===== src/hw/hdc_pkg.sv =====
/*
 * Package for the haptic drive configuration register block.
 * Holds the register offset, field positions, reset value, AHB-Lite codes
 * and the decoded-field carrier struct. Assumes a 32-bit AHB-Lite fabric.
 */
package hdc_pkg;

    // Index of the configuration register in the word-addressed map
    localparam logic [7:0] HDC_CFG_INDEX = 8'h1d;
    // Byte address: one aligned 32-bit word per index, so four times the index
    localparam logic [7:0] HDC_CFG_OFFSET = {HDC_CFG_INDEX[5:0], 2'h0};
    // Address bits decoded by the slave
    localparam int HDC_ADDR_BITS = 8;

    // Field positions inside the 8-bit register
    localparam int HDC_GATE_HI = 7;
    localparam int HDC_GATE_LO = 6;
    localparam int HDC_ERM_BIT = 5;
    localparam int HDC_COMP_BIT = 4;
    localparam int HDC_SIGN_BIT = 3;
    localparam int HDC_RATE_BIT = 2;
    localparam int HDC_INPUT_BIT = 1;
    localparam int HDC_LRA_BIT = 0;

    // Reset value: gate code 2, rotating mass open loop, all else zero
    localparam logic [7:0] HDC_CFG_RESET = 8'ha0;

    // Noise-gate codes
    localparam logic [1:0] HDC_GATE_OFF = 2'h0;
    localparam logic [1:0] HDC_GATE_2PCT = 2'h1;
    localparam logic [1:0] HDC_GATE_4PCT = 2'h2;
    localparam logic [1:0] HDC_GATE_8PCT = 2'h3;

    // Noise-gate threshold in percent of full scale, per code
    localparam logic [3:0] HDC_PCT_2 = 4'h2;
    localparam logic [3:0] HDC_PCT_4 = 4'h4;
    localparam logic [3:0] HDC_PCT_8 = 4'h8;

    // Frequency divide ratio for open-loop resonant drive from PWM input
    localparam logic [7:0] HDC_PWM_DIVIDE = 8'h80;

    // AHB-Lite transfer codes
    localparam logic [1:0] HDC_HTRANS_NONSEQ = 2'h2;
    localparam logic [2:0] HDC_HSIZE_WORD = 3'h2;

    // Decoded configuration fields handed to the drive loop
    typedef struct packed {
        logic [1:0] input_gate_level;
        logic rotating_mass_loop_select;
        logic supply_correction_off;
        logic live_playback_data_signedness;
        logic resonant_amplitude_update_rate;
        logic input_type_select;
        logic resonant_actuator_loop_select;
    } hdc_fields_type;

endpackage


===== src/hw/hdc_config_reg.sv =====
/*
 * Haptic drive configuration register with an AHB-Lite slave port.
 * Holds one 8-bit register whose fields steer the drive loop and the input
 * path; fields are also decoded into enables for the downstream logic.
 * Assumes one clock, single-word transfers, and a single-slave bus where
 * hreadyout is the bus hready.
 */
`timescale 1ns/1ns

// Functional notes
// - Bits 7:6 noise gate: off,2%,4%,8%; reset 2
// - Bit 5 rotating mass: 0 closed, 1 open
// - Bit 4 set disables supply compensation
// - Bit 3 live playback data: 0 signed
// - Bit 2 amplitude update once or twice/cycle
// - Bit 1 input type: 0 PWM, 1 analog
// - Bit 0 resonant: auto-track or open, divide 128 with PWM input
module hdc_config_reg
    import hdc_pkg::*;
(
    input wire logic core_clk_i, // 125 MHz core clock
    input wire logic rstn_i, // Asynchronous reset, active low
    input wire logic hsel_i, // Slave select
    input wire logic [31:0] haddr_i, // Byte address
    input wire logic [1:0] htrans_i, // Transfer type
    input wire logic hwrite_i, // Write when high
    input wire logic [2:0] hsize_i, // Transfer size
    input wire logic [31:0] hwdata_i, // Write data
    input wire logic hready_i, // Bus ready
    output logic [31:0] hrdata_o, // Read data
    output logic hreadyout_o, // Always ready
    output logic hresp_o, // Always OKAY
    output hdc_fields_type fields_o, // Decoded fields, registered
    output logic [3:0] gate_percent_o, // Gate threshold in percent, 0 when off
    output logic gate_enable_o, // Noise gate active
    output logic erm_closed_loop_o, // Closed loop with overdrive and braking
    output logic supply_comp_en_o, // Supply compensation enabled
    output logic playback_signed_o, // Live playback data is two's complement
    output logic update_twice_o, // Amplitude update twice per cycle
    output logic analog_input_o, // Input pin in analog mode
    output logic lra_auto_resonance_o, // Resonance tracking active
    output logic [7:0] pwm_divide_o // Divide ratio for open-loop PWM recovery
);

    // Register state and the captured address phase of a pending write
    logic [7:0] cfg; // The configuration register
    logic wr_pend; // Write address phase captured
    logic [HDC_ADDR_BITS-1:0] wr_addr; // Captured write address
    logic rd_hit; // Read address phase valid

    // Maps a gate code to its threshold percentage; used three times below
    // All four codes are legal, so the unique case needs no default
    function automatic logic [3:0] gate_pct(input logic [1:0] code);
        unique case (code)
            HDC_GATE_OFF: gate_pct = 4'h0;
            HDC_GATE_2PCT: gate_pct = HDC_PCT_2;
            HDC_GATE_4PCT: gate_pct = HDC_PCT_4;
            HDC_GATE_8PCT: gate_pct = HDC_PCT_8;
        endcase
    endfunction

    // Valid read transfer in the address phase
    always_comb begin
        rd_hit = hsel_i && hready_i && (htrans_i == HDC_HTRANS_NONSEQ) && !hwrite_i;
    end

    // Capture write address phase; data follows in the next cycle
    always_ff @(posedge core_clk_i or negedge rstn_i) begin
        if (!rstn_i) begin
            wr_pend <= 1'b0;
            wr_addr <= '0;
        end else if (hready_i) begin
            // Address kept on every phase; only wr_pend says whether it matters
            wr_pend <= hsel_i && (htrans_i == HDC_HTRANS_NONSEQ) && hwrite_i
                       && (hsize_i == HDC_HSIZE_WORD);
            wr_addr <= haddr_i[HDC_ADDR_BITS-1:0];
        end
    end

    // Register write: whole byte at once, unmapped addresses ignored
    // Only a write data phase loads it, so reads never disturb the register
    always_ff @(posedge core_clk_i or negedge rstn_i) begin
        if (!rstn_i) begin
            cfg <= HDC_CFG_RESET;
        end else if (wr_pend && wr_addr == HDC_CFG_OFFSET) begin
            cfg <= hwdata_i[7:0];
        end
    end

    // Read data registered in the address phase; reads change no state.
    // Unmapped addresses read as zero, upper bits always zero.
    // A read whose address phase meets a write's data phase sees the old value,
    // because the write only lands at the end of that data phase.
    always_ff @(posedge core_clk_i or negedge rstn_i) begin
        if (!rstn_i) begin
            hrdata_o <= '0;
        end else if (rd_hit) begin
            if (haddr_i[HDC_ADDR_BITS-1:0] == HDC_CFG_OFFSET) begin
                hrdata_o <= {24'h000000, cfg};
            end else begin
                hrdata_o <= '0;
            end
        end
    end

    // Zero wait states, always OKAY
    assign hreadyout_o = 1'b1;
    assign hresp_o = 1'b0;

    // Decode fields into registered steering outputs
    always_ff @(posedge core_clk_i or negedge rstn_i) begin
        if (!rstn_i) begin
            // Reset values match the decode of the register's reset value
            fields_o <= hdc_fields_type'(HDC_CFG_RESET);
            gate_percent_o <= gate_pct(HDC_CFG_RESET[HDC_GATE_HI:HDC_GATE_LO]);
            gate_enable_o <= 1'b1;
            erm_closed_loop_o <= 1'b0;
            supply_comp_en_o <= 1'b1;
            playback_signed_o <= 1'b1;
            update_twice_o <= 1'b0;
            analog_input_o <= 1'b0;
            lra_auto_resonance_o <= 1'b1;
            pwm_divide_o <= '0;
        end else begin
            fields_o <= hdc_fields_type'(cfg);
            gate_percent_o <= gate_pct(cfg[HDC_GATE_HI:HDC_GATE_LO]);
            gate_enable_o <= cfg[HDC_GATE_HI:HDC_GATE_LO] != HDC_GATE_OFF;
            // Closed loop is the usual choice; open loop kept for legacy libraries
            erm_closed_loop_o <= !cfg[HDC_ERM_BIT];
            supply_comp_en_o <= !cfg[HDC_COMP_BIT];
            playback_signed_o <= !cfg[HDC_SIGN_BIT];
            update_twice_o <= cfg[HDC_RATE_BIT];
            analog_input_o <= cfg[HDC_INPUT_BIT];
            lra_auto_resonance_o <= !cfg[HDC_LRA_BIT];
            // Divider only matters in open-loop resonant drive with PWM input
            pwm_divide_o <= (cfg[HDC_LRA_BIT] && !cfg[HDC_INPUT_BIT]) ?
                            HDC_PWM_DIVIDE : 8'h00;
        end
    end
endmodule


===== config.mk =====
export PLATFORM = sky130hd
export DESIGN_NAME = hdc_config_reg
export DESIGN_NICKNAME = d
export VERILOG_FILES = /design/src/hw/hdc_pkg.sv /design/src/hw/hdc_config_reg.sv
export SDC_FILE = /design/constraint.sdc
export NUM_CORES = 1
export LEC_CHECK = 0
export BUFFER_PORTS_ARGS = -buffer_cell sky130_fd_sc_hd__buf_2
export CORE_MARGIN = 3
export CORE_UTILIZATION = 30
export DETAILED_ROUTE_END_ITERATION = 10
export PLACE_DENSITY = 0.73
export SLEW_MARGIN = 0
export SYNTH_ARGS = -nofsm -noshare
export SYNTH_HDL_FRONTEND = slang
export SYNTH_SLANG_ARGS = --single-unit

===== constraint.sdc =====
create_clock -name core_clk_i -period 2.4 [get_ports core_clk_i]
set_clock_uncertainty 0.2 [all_clocks]
set_input_delay 0.24 -clock core_clk_i [delete_from_list [all_inputs] [get_ports core_clk_i]]
set_output_delay 0.24 -clock core_clk_i [all_outputs]
set_load 0.02 [all_outputs]

# ---- Word level (Yosys, flattened, before mapping)
# Index checks and enable logic that the tools add are counted.
dict set report word_totals {
  regBits 74
  out_inout_bits 61
  inputBits 74
}
dict set report classes {
  n_eq_ne 7
  reduce_logical 16
  n_mux 3
}
# operator n
set ops {}
lappend ops {{== test 8 x 7 -> 1 bit (second input constant)} 2}
lappend ops {{two-way mux 8 bit} 2}
lappend ops {{one-hot mux 4 bit (4 select lines)} 1}
lappend ops {{logical AND 1 bit} 8}
lappend ops {{== test 2 bit (second input constant)} 3}
lappend ops {{zero test 1 bit} 6}
lappend ops {{== test 3 x 2 -> 1 bit (second input constant)} 1}
lappend ops {{== test 2 x 1 -> 1 bit (second input constant)} 1}
lappend ops {{zero test 2 bit} 1}
lappend ops {{nonzero test 2 bit} 1}

# ---- Depth between registers and ports, before layout
# Gate-level depths: netlist of the first run.
dict set report logic_depth {
  depth_word 4
  ltp_mapped 4
}

# ---- Worst setup path before layout of the first run
# OpenSTA, ideal clock, no wires.
dict set report synth_timing {
  path_type {register to register}
  startpoint {register wr_addr[1]}
  endpoint {register cfg[0]}
  required_ns 2.075
  stages_incl_launch_ff 4
  arrival_ns 1.369
  setup_time_ns 0.125
  slack_ns 0.706
  cell_sequence {dfrtp_1 > or3_4 > nor3_4 > mux2_2}
}
dict set report synth_between {
  elab_chain_cells 2
}
# element line_no
set synth_rtl {}
lappend synth_rtl {{start: declaration} hdc_config_reg.sv:48} ;# logic [HDC_ADDR_BITS-1:0] wr_addr;
lappend synth_rtl {{start signal: assignment} hdc_config_reg.sv:76} ;# wr_addr <= haddr_i[HDC_ADDR_BITS-1:0];
lappend synth_rtl {{== test 8 x 7 -> 1 bit} hdc_config_reg.sv:85} ;# end else if (wr_pend && wr_addr == HDC_CFG_OFFSET) begin
lappend synth_rtl {{logical AND 1 bit} hdc_config_reg.sv:85}
lappend synth_rtl {{end signal: assignment} hdc_config_reg.sv:86} ;# cfg <= hwdata_i[7:0];
lappend synth_rtl {{end: declaration} hdc_config_reg.sv:46} ;# logic [7:0] cfg;
# Every way passes these cells.
# A chain may end at the register's enable or synchronous reset.

# ---- Worst setup path after layout of the first run
dict set report layout_timing {
  startpoint {input haddr_i[1]}
  endpoint {register hrdata_o[1]}
}
dict set report layout_between {
  elab_chain_cells 2
}
# element line_no
set layout_rtl {}
lappend layout_rtl {{start: declaration} hdc_config_reg.sv:24} ;# input wire logic [31:0] haddr_i,
lappend layout_rtl {{== test 8 x 7 -> 1 bit} hdc_config_reg.sv:98} ;# if (haddr_i[HDC_ADDR_BITS-1:0] == HDC_CFG_OFFSET) begin
lappend layout_rtl {{two-way mux 8 bit} hdc_config_reg.sv:98}
lappend layout_rtl {{end signal: assignment} hdc_config_reg.sv:99} ;# hrdata_o <= {24'h000000, cfg};
lappend layout_rtl {{end: declaration} hdc_config_reg.sv:30} ;# output logic [31:0] hrdata_o,
# Every way passes these cells.

==> results_dict.tcl, run 1 <==
set metrics [dict create \
    min_period_over_period 0.8286 \
    dieArea_um2 6791 \
    ir_drop_mv 0.3257 \
    clock_path_buffers 2 \
    grt_max_degree 43 \
    synth-seq-area-share 0.6064 \
    final_area_um2 2215 \
    p_sw_frac 0.2301 \
    timing.fmax_mhz 502.9 \
    cts-root-buf "clkbuf_8" \
    clk_latency_ns 0.28 \
    yosys-top-cells-count "36 x buf_4, 33 x dfrtp_1, 16 x mux2_2, 9 x dfstp_2, 8 x a22o_1" \
    max-cap-violations 0 \
    post-place-cells 247 \
    ys_seq_elements 42 \
    fin_nets 272 \
    drive_above_1_share 0.4422 \
    start_util 0.3143 \
    synth_ff_type "dfrtp_1" \
    cts_buffers 5 \
    worstSetupStartpointType "primary input" \
    cts.sinks 42 \
    synth_top_area_share 0.4714 \
    synthTopCellsByArea "dfrtp_1 47%, buf_4 15%, dfstp_2 14%" \
    tightest_slew_ns 0.9020 \
    ioPinCount 135 \
    syn_avg_cell_area_um2 13.58 \
    cts_tree "done" \
    p_leak_nw 1.166 \
    dpl.hpwl_um 2243 \
    status "finished clean" \
    num_rows 27 \
    overflow 0 \
    seqPwrFrac 0.529 \
    critical_path_class "in -> reg" \
    ys_async_sr_fraction 1.000 \
    critPathMaxFanout 8 \
    end_kind "register" \
    min_path_type "in -> reg" \
    num_vias 1068 \
    synth_cell_types 23 \
    slew_headroom 0.3987 \
    arrival_ns 2.01 \
    power_density_nw_per_um2 623.7 \
    grt_pass1_wl_um 4899 \
    drc 0 \
    gp_congestion 0.6830 \
    syn_to_final_growth_pct 26.43 \
    cts.htree.levels 2 \
    track_usage 0.09968 \
    pwr-share-clk 0.376 \
    syn_inst 129 \
    p_comb_frac 0.095 \
    rsz0062_at_grt "no" \
    vias_per_cell 3.941 \
    hold_viol_final 0 \
    synthesis.area_um2 1752 \
    fin_hold_ws_ns 0.01612 \
    p_switching_w 0.0003178 \
    p_int_w 0.001063 \
    tns_ns 0 \
    yosysMostFrequentCell "buf_4" \
    grt_pass1_vias 1024 \
    yosys.area.top_type "dfrtp_1" \
    fin_crit_ns 1.989 \
    setup_viol 0 \
    antenna_left 0 \
    post_dp_cell_area_um2 1944 \
    routedWlPerCell_um 11.58 \
    grt_antenna_before_repair 0 \
    drt-pass1-iter-count 2 \
    core_um2 5574 \
    io_buffers 52 \
    antennaDiodeCount 0 \
    cts_setup_buffers 0 \
    cts_resized 0 \
    dr.first_iter.drc_count 17 \
    die_w_um 82.41 \
    worstPathRequired_ns 2.42 \
    die_y_um 82.41 \
    synth_warnings 0 \
    cts.reportedPaths.clkPinSlew_ns 0.08 \
    slew_violations 0 \
    drt_wl_total_um 3138 \
    p_total_w 0.001381 \
    synth_edf_count 0 \
    stdcell_count 271 \
]
-- per-stage QoR --
step / util / setup slack (ns)
2_1_floorplan: - / 0.7063
3_3_place_gp: 0.3488 / 0.4702
3_5_place_dp: 0.3488 / 0.4722
4_1_cts: 0.3973 / 0.3891
5_1_grt: 0.3973 / 0.3514
6_report: 0.3973 / 0.4114
-- worst paths after layout --
check / startpoint / to / slack (ns) / cells after the start
setup / recovery: haddr_i[1] / hrdata_o[1] / 0.41 / 5
hold / removal: haddr_i[0] / wr_addr[0] / 0.02 / 2
setup reg to reg: wr_addr[1] / cfg[2] / 0.50 / 3
hold reg to reg: cfg[5] / fields_o[5] / 0.19 / 0
max in group asynchronous: rstn_i / gate_percent_o[3] / 1.02 / 2
min in group asynchronous: rstn_i / hrdata_o[1] / 0.42 / 2
-- registers in the layout (all words and copies together) (netlist names) --
| register | count |
|---|---|
| cfg | 8 |
| hrdata_o | 8 |
| wr_addr | 8 |
| fields_o | 6 |
| gate_percent_o | 3 |
| analog_input_o | 1 |
| erm_closed_loop_o | 1 |
| gate_enable_o | 1 |
| lra_auto_resonance_o | 1 |
| playback_signed_o | 1 |
| pwm_divide_o | 1 |
| supply_comp_en_o | 1 |
| update_twice_o | 1 |
| wr_pend | 1 |
-- layout by cell type (no fill, tap or decap), types with 2 or more instances in the layout --
master and instances:
a22o_1 8, buf_2 52, clkbuf_8 8, conb_1 34, dfrtp_1 33, dfstp_2 9, dlygate4sd3_1 16, inv_1 5
mux2_2 16, nand2_1 2, nor2b_1 3
-- what timing repair did --
item | 4_1_cts | 5_1_grt
endpoints found under the hold margin | 48 | 0
endpoints found under the setup margin | 0 | 0
hold buffers | 16 | 0
-- metal layers --
metal / track usage / up-vias / share of wire
li1: - / 496 / -
met3: 0.03579 / 5 / 0.10
met1: 0.1238 / 509 / 0.42
met5: 0 / - / 0
met2: 0.1546 / 58 / 0.47
met4: 0.04485 / 0 / 0.010
-- cells by family (layout without fill, tap and decap cells) --
logic type / Yosys count / in the layout / share of synthesized area
buf+inv: 43 / 81 / 0.1693
flops: 42 / 42 / 0.6064
simple gates: 17 / 17 / 0.07429
mux: 16 / 16 / 0.1029
compound gates: 9 / 9 / 0.04286
other cells: 2 / 34 / 0.004287
-- power groups by stage --
stage          clock (W)  combinational [W]  sequential (W)
2_1_floorplan          0           0.000114        0.000744
3_3_place_gp           0           0.000110        0.000744
3_5_place_dp           0           0.000112        0.000745
4_1_cts         0.000537           0.000132        0.000731
5_1_grt         0.000571           0.000148        0.000734
6_report        0.000519           0.000131        0.000731
-- worst max-delay path, cell delays in order --
cell and delay, ns:
dlygate4sd3_1 0.53, buf_2 0.13, nor4b_1 0.41, and4_1 0.50
a22o_1 0.19
-- area by class of cell --
class                           count  area [um^2]
Inverter                            5        18.77
Multi-Input combinational cell     76        513.0
Tap cell                           72        90.09
Fill cell                         553         3359
Clock buffer                        8        110.1
Sequential cell                    42         1062
Timing Repair Buffer               68        420.4
Power figures use the tool's default switching activity.
==> run 2: changes to the inputs <==
==> constraint.sdc (replaced) <==
create_clock -name core_clk_i -period 2 [get_ports core_clk_i]
set_clock_uncertainty 0.2 [all_clocks]
set_input_delay 0.2 -clock core_clk_i [delete_from_list [all_inputs] [get_ports core_clk_i]]
set_output_delay 0.2 -clock core_clk_i [all_outputs]
set_load 0.02 [all_outputs]
==> results_dict.tcl, run 2 (same netlist as run 1, synthesis figures left out) <==
set metrics [dict create \
    stdcell_count 276 \
    fin_hold_ws_ns 0.01088 \
    antenna_left 0 \
    hold_viol_final 0 \
    num_vias 1072 \
    io_buffers 52 \
    track_usage 0.1065 \
    grt_max_degree 43 \
    p_switching_w 0.0003799 \
    timing.fmax_mhz 554.8 \
    worstSetupStartpointType "primary input" \
    max-cap-violations 0 \
    arrival_ns 1.83 \
    dieArea_um2 6791 \
    final_common_cell "buf_2" \
    r2r-start "wr_addr[1]" \
    cts_tree "done" \
    cts.reportedPaths.clkPinSlew_ns 0.08 \
    critPathMaxFanout 8 \
    drc 0 \
    die_y_um 82.41 \
    grt_pass1_wl_um 5333 \
    setup_viol 0 \
    min_period_over_period 0.9012 \
    rsz0062_at_grt "no" \
    p_int_w 0.001213 \
    antennaDiodeCount 0 \
    seqPwrFrac 0.551 \
    die_w_um 82.41 \
    grt_pass1_vias 1086 \
    top_regs "cfg: 8 flops, hrdata_o: 8 flops, wr_addr: 8 flops" \
    dr.first_iter.drc_count 11 \
    multi_input_area_um2 514.2 \
    p_sw_frac 0.2385 \
    gp_congestion 0.6962 \
    grt_antenna_before_repair 0 \
    pwr-share-clk 0.344 \
    worstReg2RegEnd "cfg[0]" \
    fin_crit_ns 1.802 \
    min_path_type "in -> reg" \
    p_leak_nw 1.186 \
    rr_worst_depth 4 \
    startpoint "haddr_i[1]" \
    slew_violations 0 \
    syn_to_final_growth_pct 28.57 \
    final_cell_mix "52 x buf_2, 34 x conb_1, 33 x dfrtp_1" \
    final_area_um2 2252 \
    power_density_nw_per_um2 707.2 \
    clk_latency_ns 0.28 \
    ir_drop_mv 0.2755 \
    fillers 538 \
    cts.htree.levels 2 \
    rrSetupSlack_ns 0.26 \
    post_dp_cell_area_um2 1979 \
    start_util 0.3143 \
    critical_path_class "in -> reg" \
    tns_ns 0 \
    clock_path_buffers 2 \
    hp-start "hsize_i[2]" \
    worstPathRequired_ns 2.02 \
    vias_per_cell 3.884 \
    drive_above_1_share 0.4461 \
    cts.sinks 42 \
    ioPinCount 135 \
    num_rows 27 \
    cts-root-buf "clkbuf_8" \
    postLayoutCoreUtil 0.4040 \
    drt_wl_total_um 3279 \
    status "finished clean" \
    dpl.hpwl_um 2409 \
    register_area_um2 1062 \
    cts_buffers 5 \
    drt-pass1-iter-count 4 \
    fin_nets 277 \
    core_um2 5574 \
    end_kind "register" \
    overflow 0 \
    crit_end "hrdata_o[4]" \
    routedWlPerCell_um 11.88 \
    post-place-cells 250 \
    p_comb_frac 0.104 \
    cts_setup_buffers 0 \
]
==> run 2: cell count changes in the layout (fill, tap and decap cells not counted) <==
cell,delta
and4_2,+1
clkbuf_8,-2
dlygate4sd3_1,+2
clkbuf_1,+1
buf_12,+1
clkinv_2,+1
buf_4,+2
and4_1,-1
==> run 2: power groups by stage <==
stage               combinational [W]  sequential (W)  clock [W]
detailed placement           0.000140        0.000894          0
global route                 0.000187        0.000881   0.000621
floorplan                    0.000137        0.000893          0
global placement             0.000137        0.000893          0
finish                       0.000166        0.000878   0.000548
CTS                          0.000168        0.000878   0.000578
==> run 2: worst min-delay path by stage <==
| stage | endpoint | cells after the start |
|---|---|---|
| after floorplan | analog_input_o | 0 |
| after global placement | analog_input_o | 2 |
| after detailed placement | analog_input_o | 2 |
| after CTS | wr_pend | 4 |
| after global routing | wr_pend | 4 |
| final | wr_pend | 4 |
==> run 2: routing by layer <==
| metal | part of all wire | track usage | vias to the layer above | wire [um] |
|---|---|---|---|---|
| met5 | 0 | 0 | - | 0 |
| met4 | 0.0098 | 0.02990 | 0 | 32 |
| met3 | 0.095 | 0.04230 | 5 | 311 |
| met2 | 0.49 | 0.1683 | 59 | 1601 |
| met1 | 0.41 | 0.1347 | 499 | 1334 |
| li1 | - | - | 509 | - |
==> run 2: what timing repair did <==
item / CTS / global route
endpoints found under the setup margin: 0 / 8
resized for setup: 0 / 1
hold endpoints to repair: 59 / 0
hold buffers: 18 / 0
==> run 2: final cells by class <==
cell class	instances	area share
Tap cell	72	0.04000
Sequential cell	42	0.4717
Timing Repair Buffer	73	0.2111
Inverter	5	0.008333
Clock inverter	1	0.002222
Clock buffer	7	0.03833
Multi-Input combinational cell	76	0.2283
==> run 2: critical path: stages <==
cell           delay (ns)
dlygate4sd3_1        0.53
buf_2                0.13
nor4b_1              0.37
and4_2               0.43
a22o_1               0.16
==> run 2: per-stage QoR <==
| step | total power [W] | setup slack [ns] |
|---|---|---|
| 5_1_grt | 0.001689 | 0.05289 |
| 6_report | 0.001593 | 0.1976 |
| 3_3_place_gp | 0.001030 | 0.2697 |
| 2_1_floorplan | 0.001030 | 0.3063 |
| 4_1_cts | 0.001624 | 0.03349 |
| 3_5_place_dp | 0.001034 | 0.2437 |
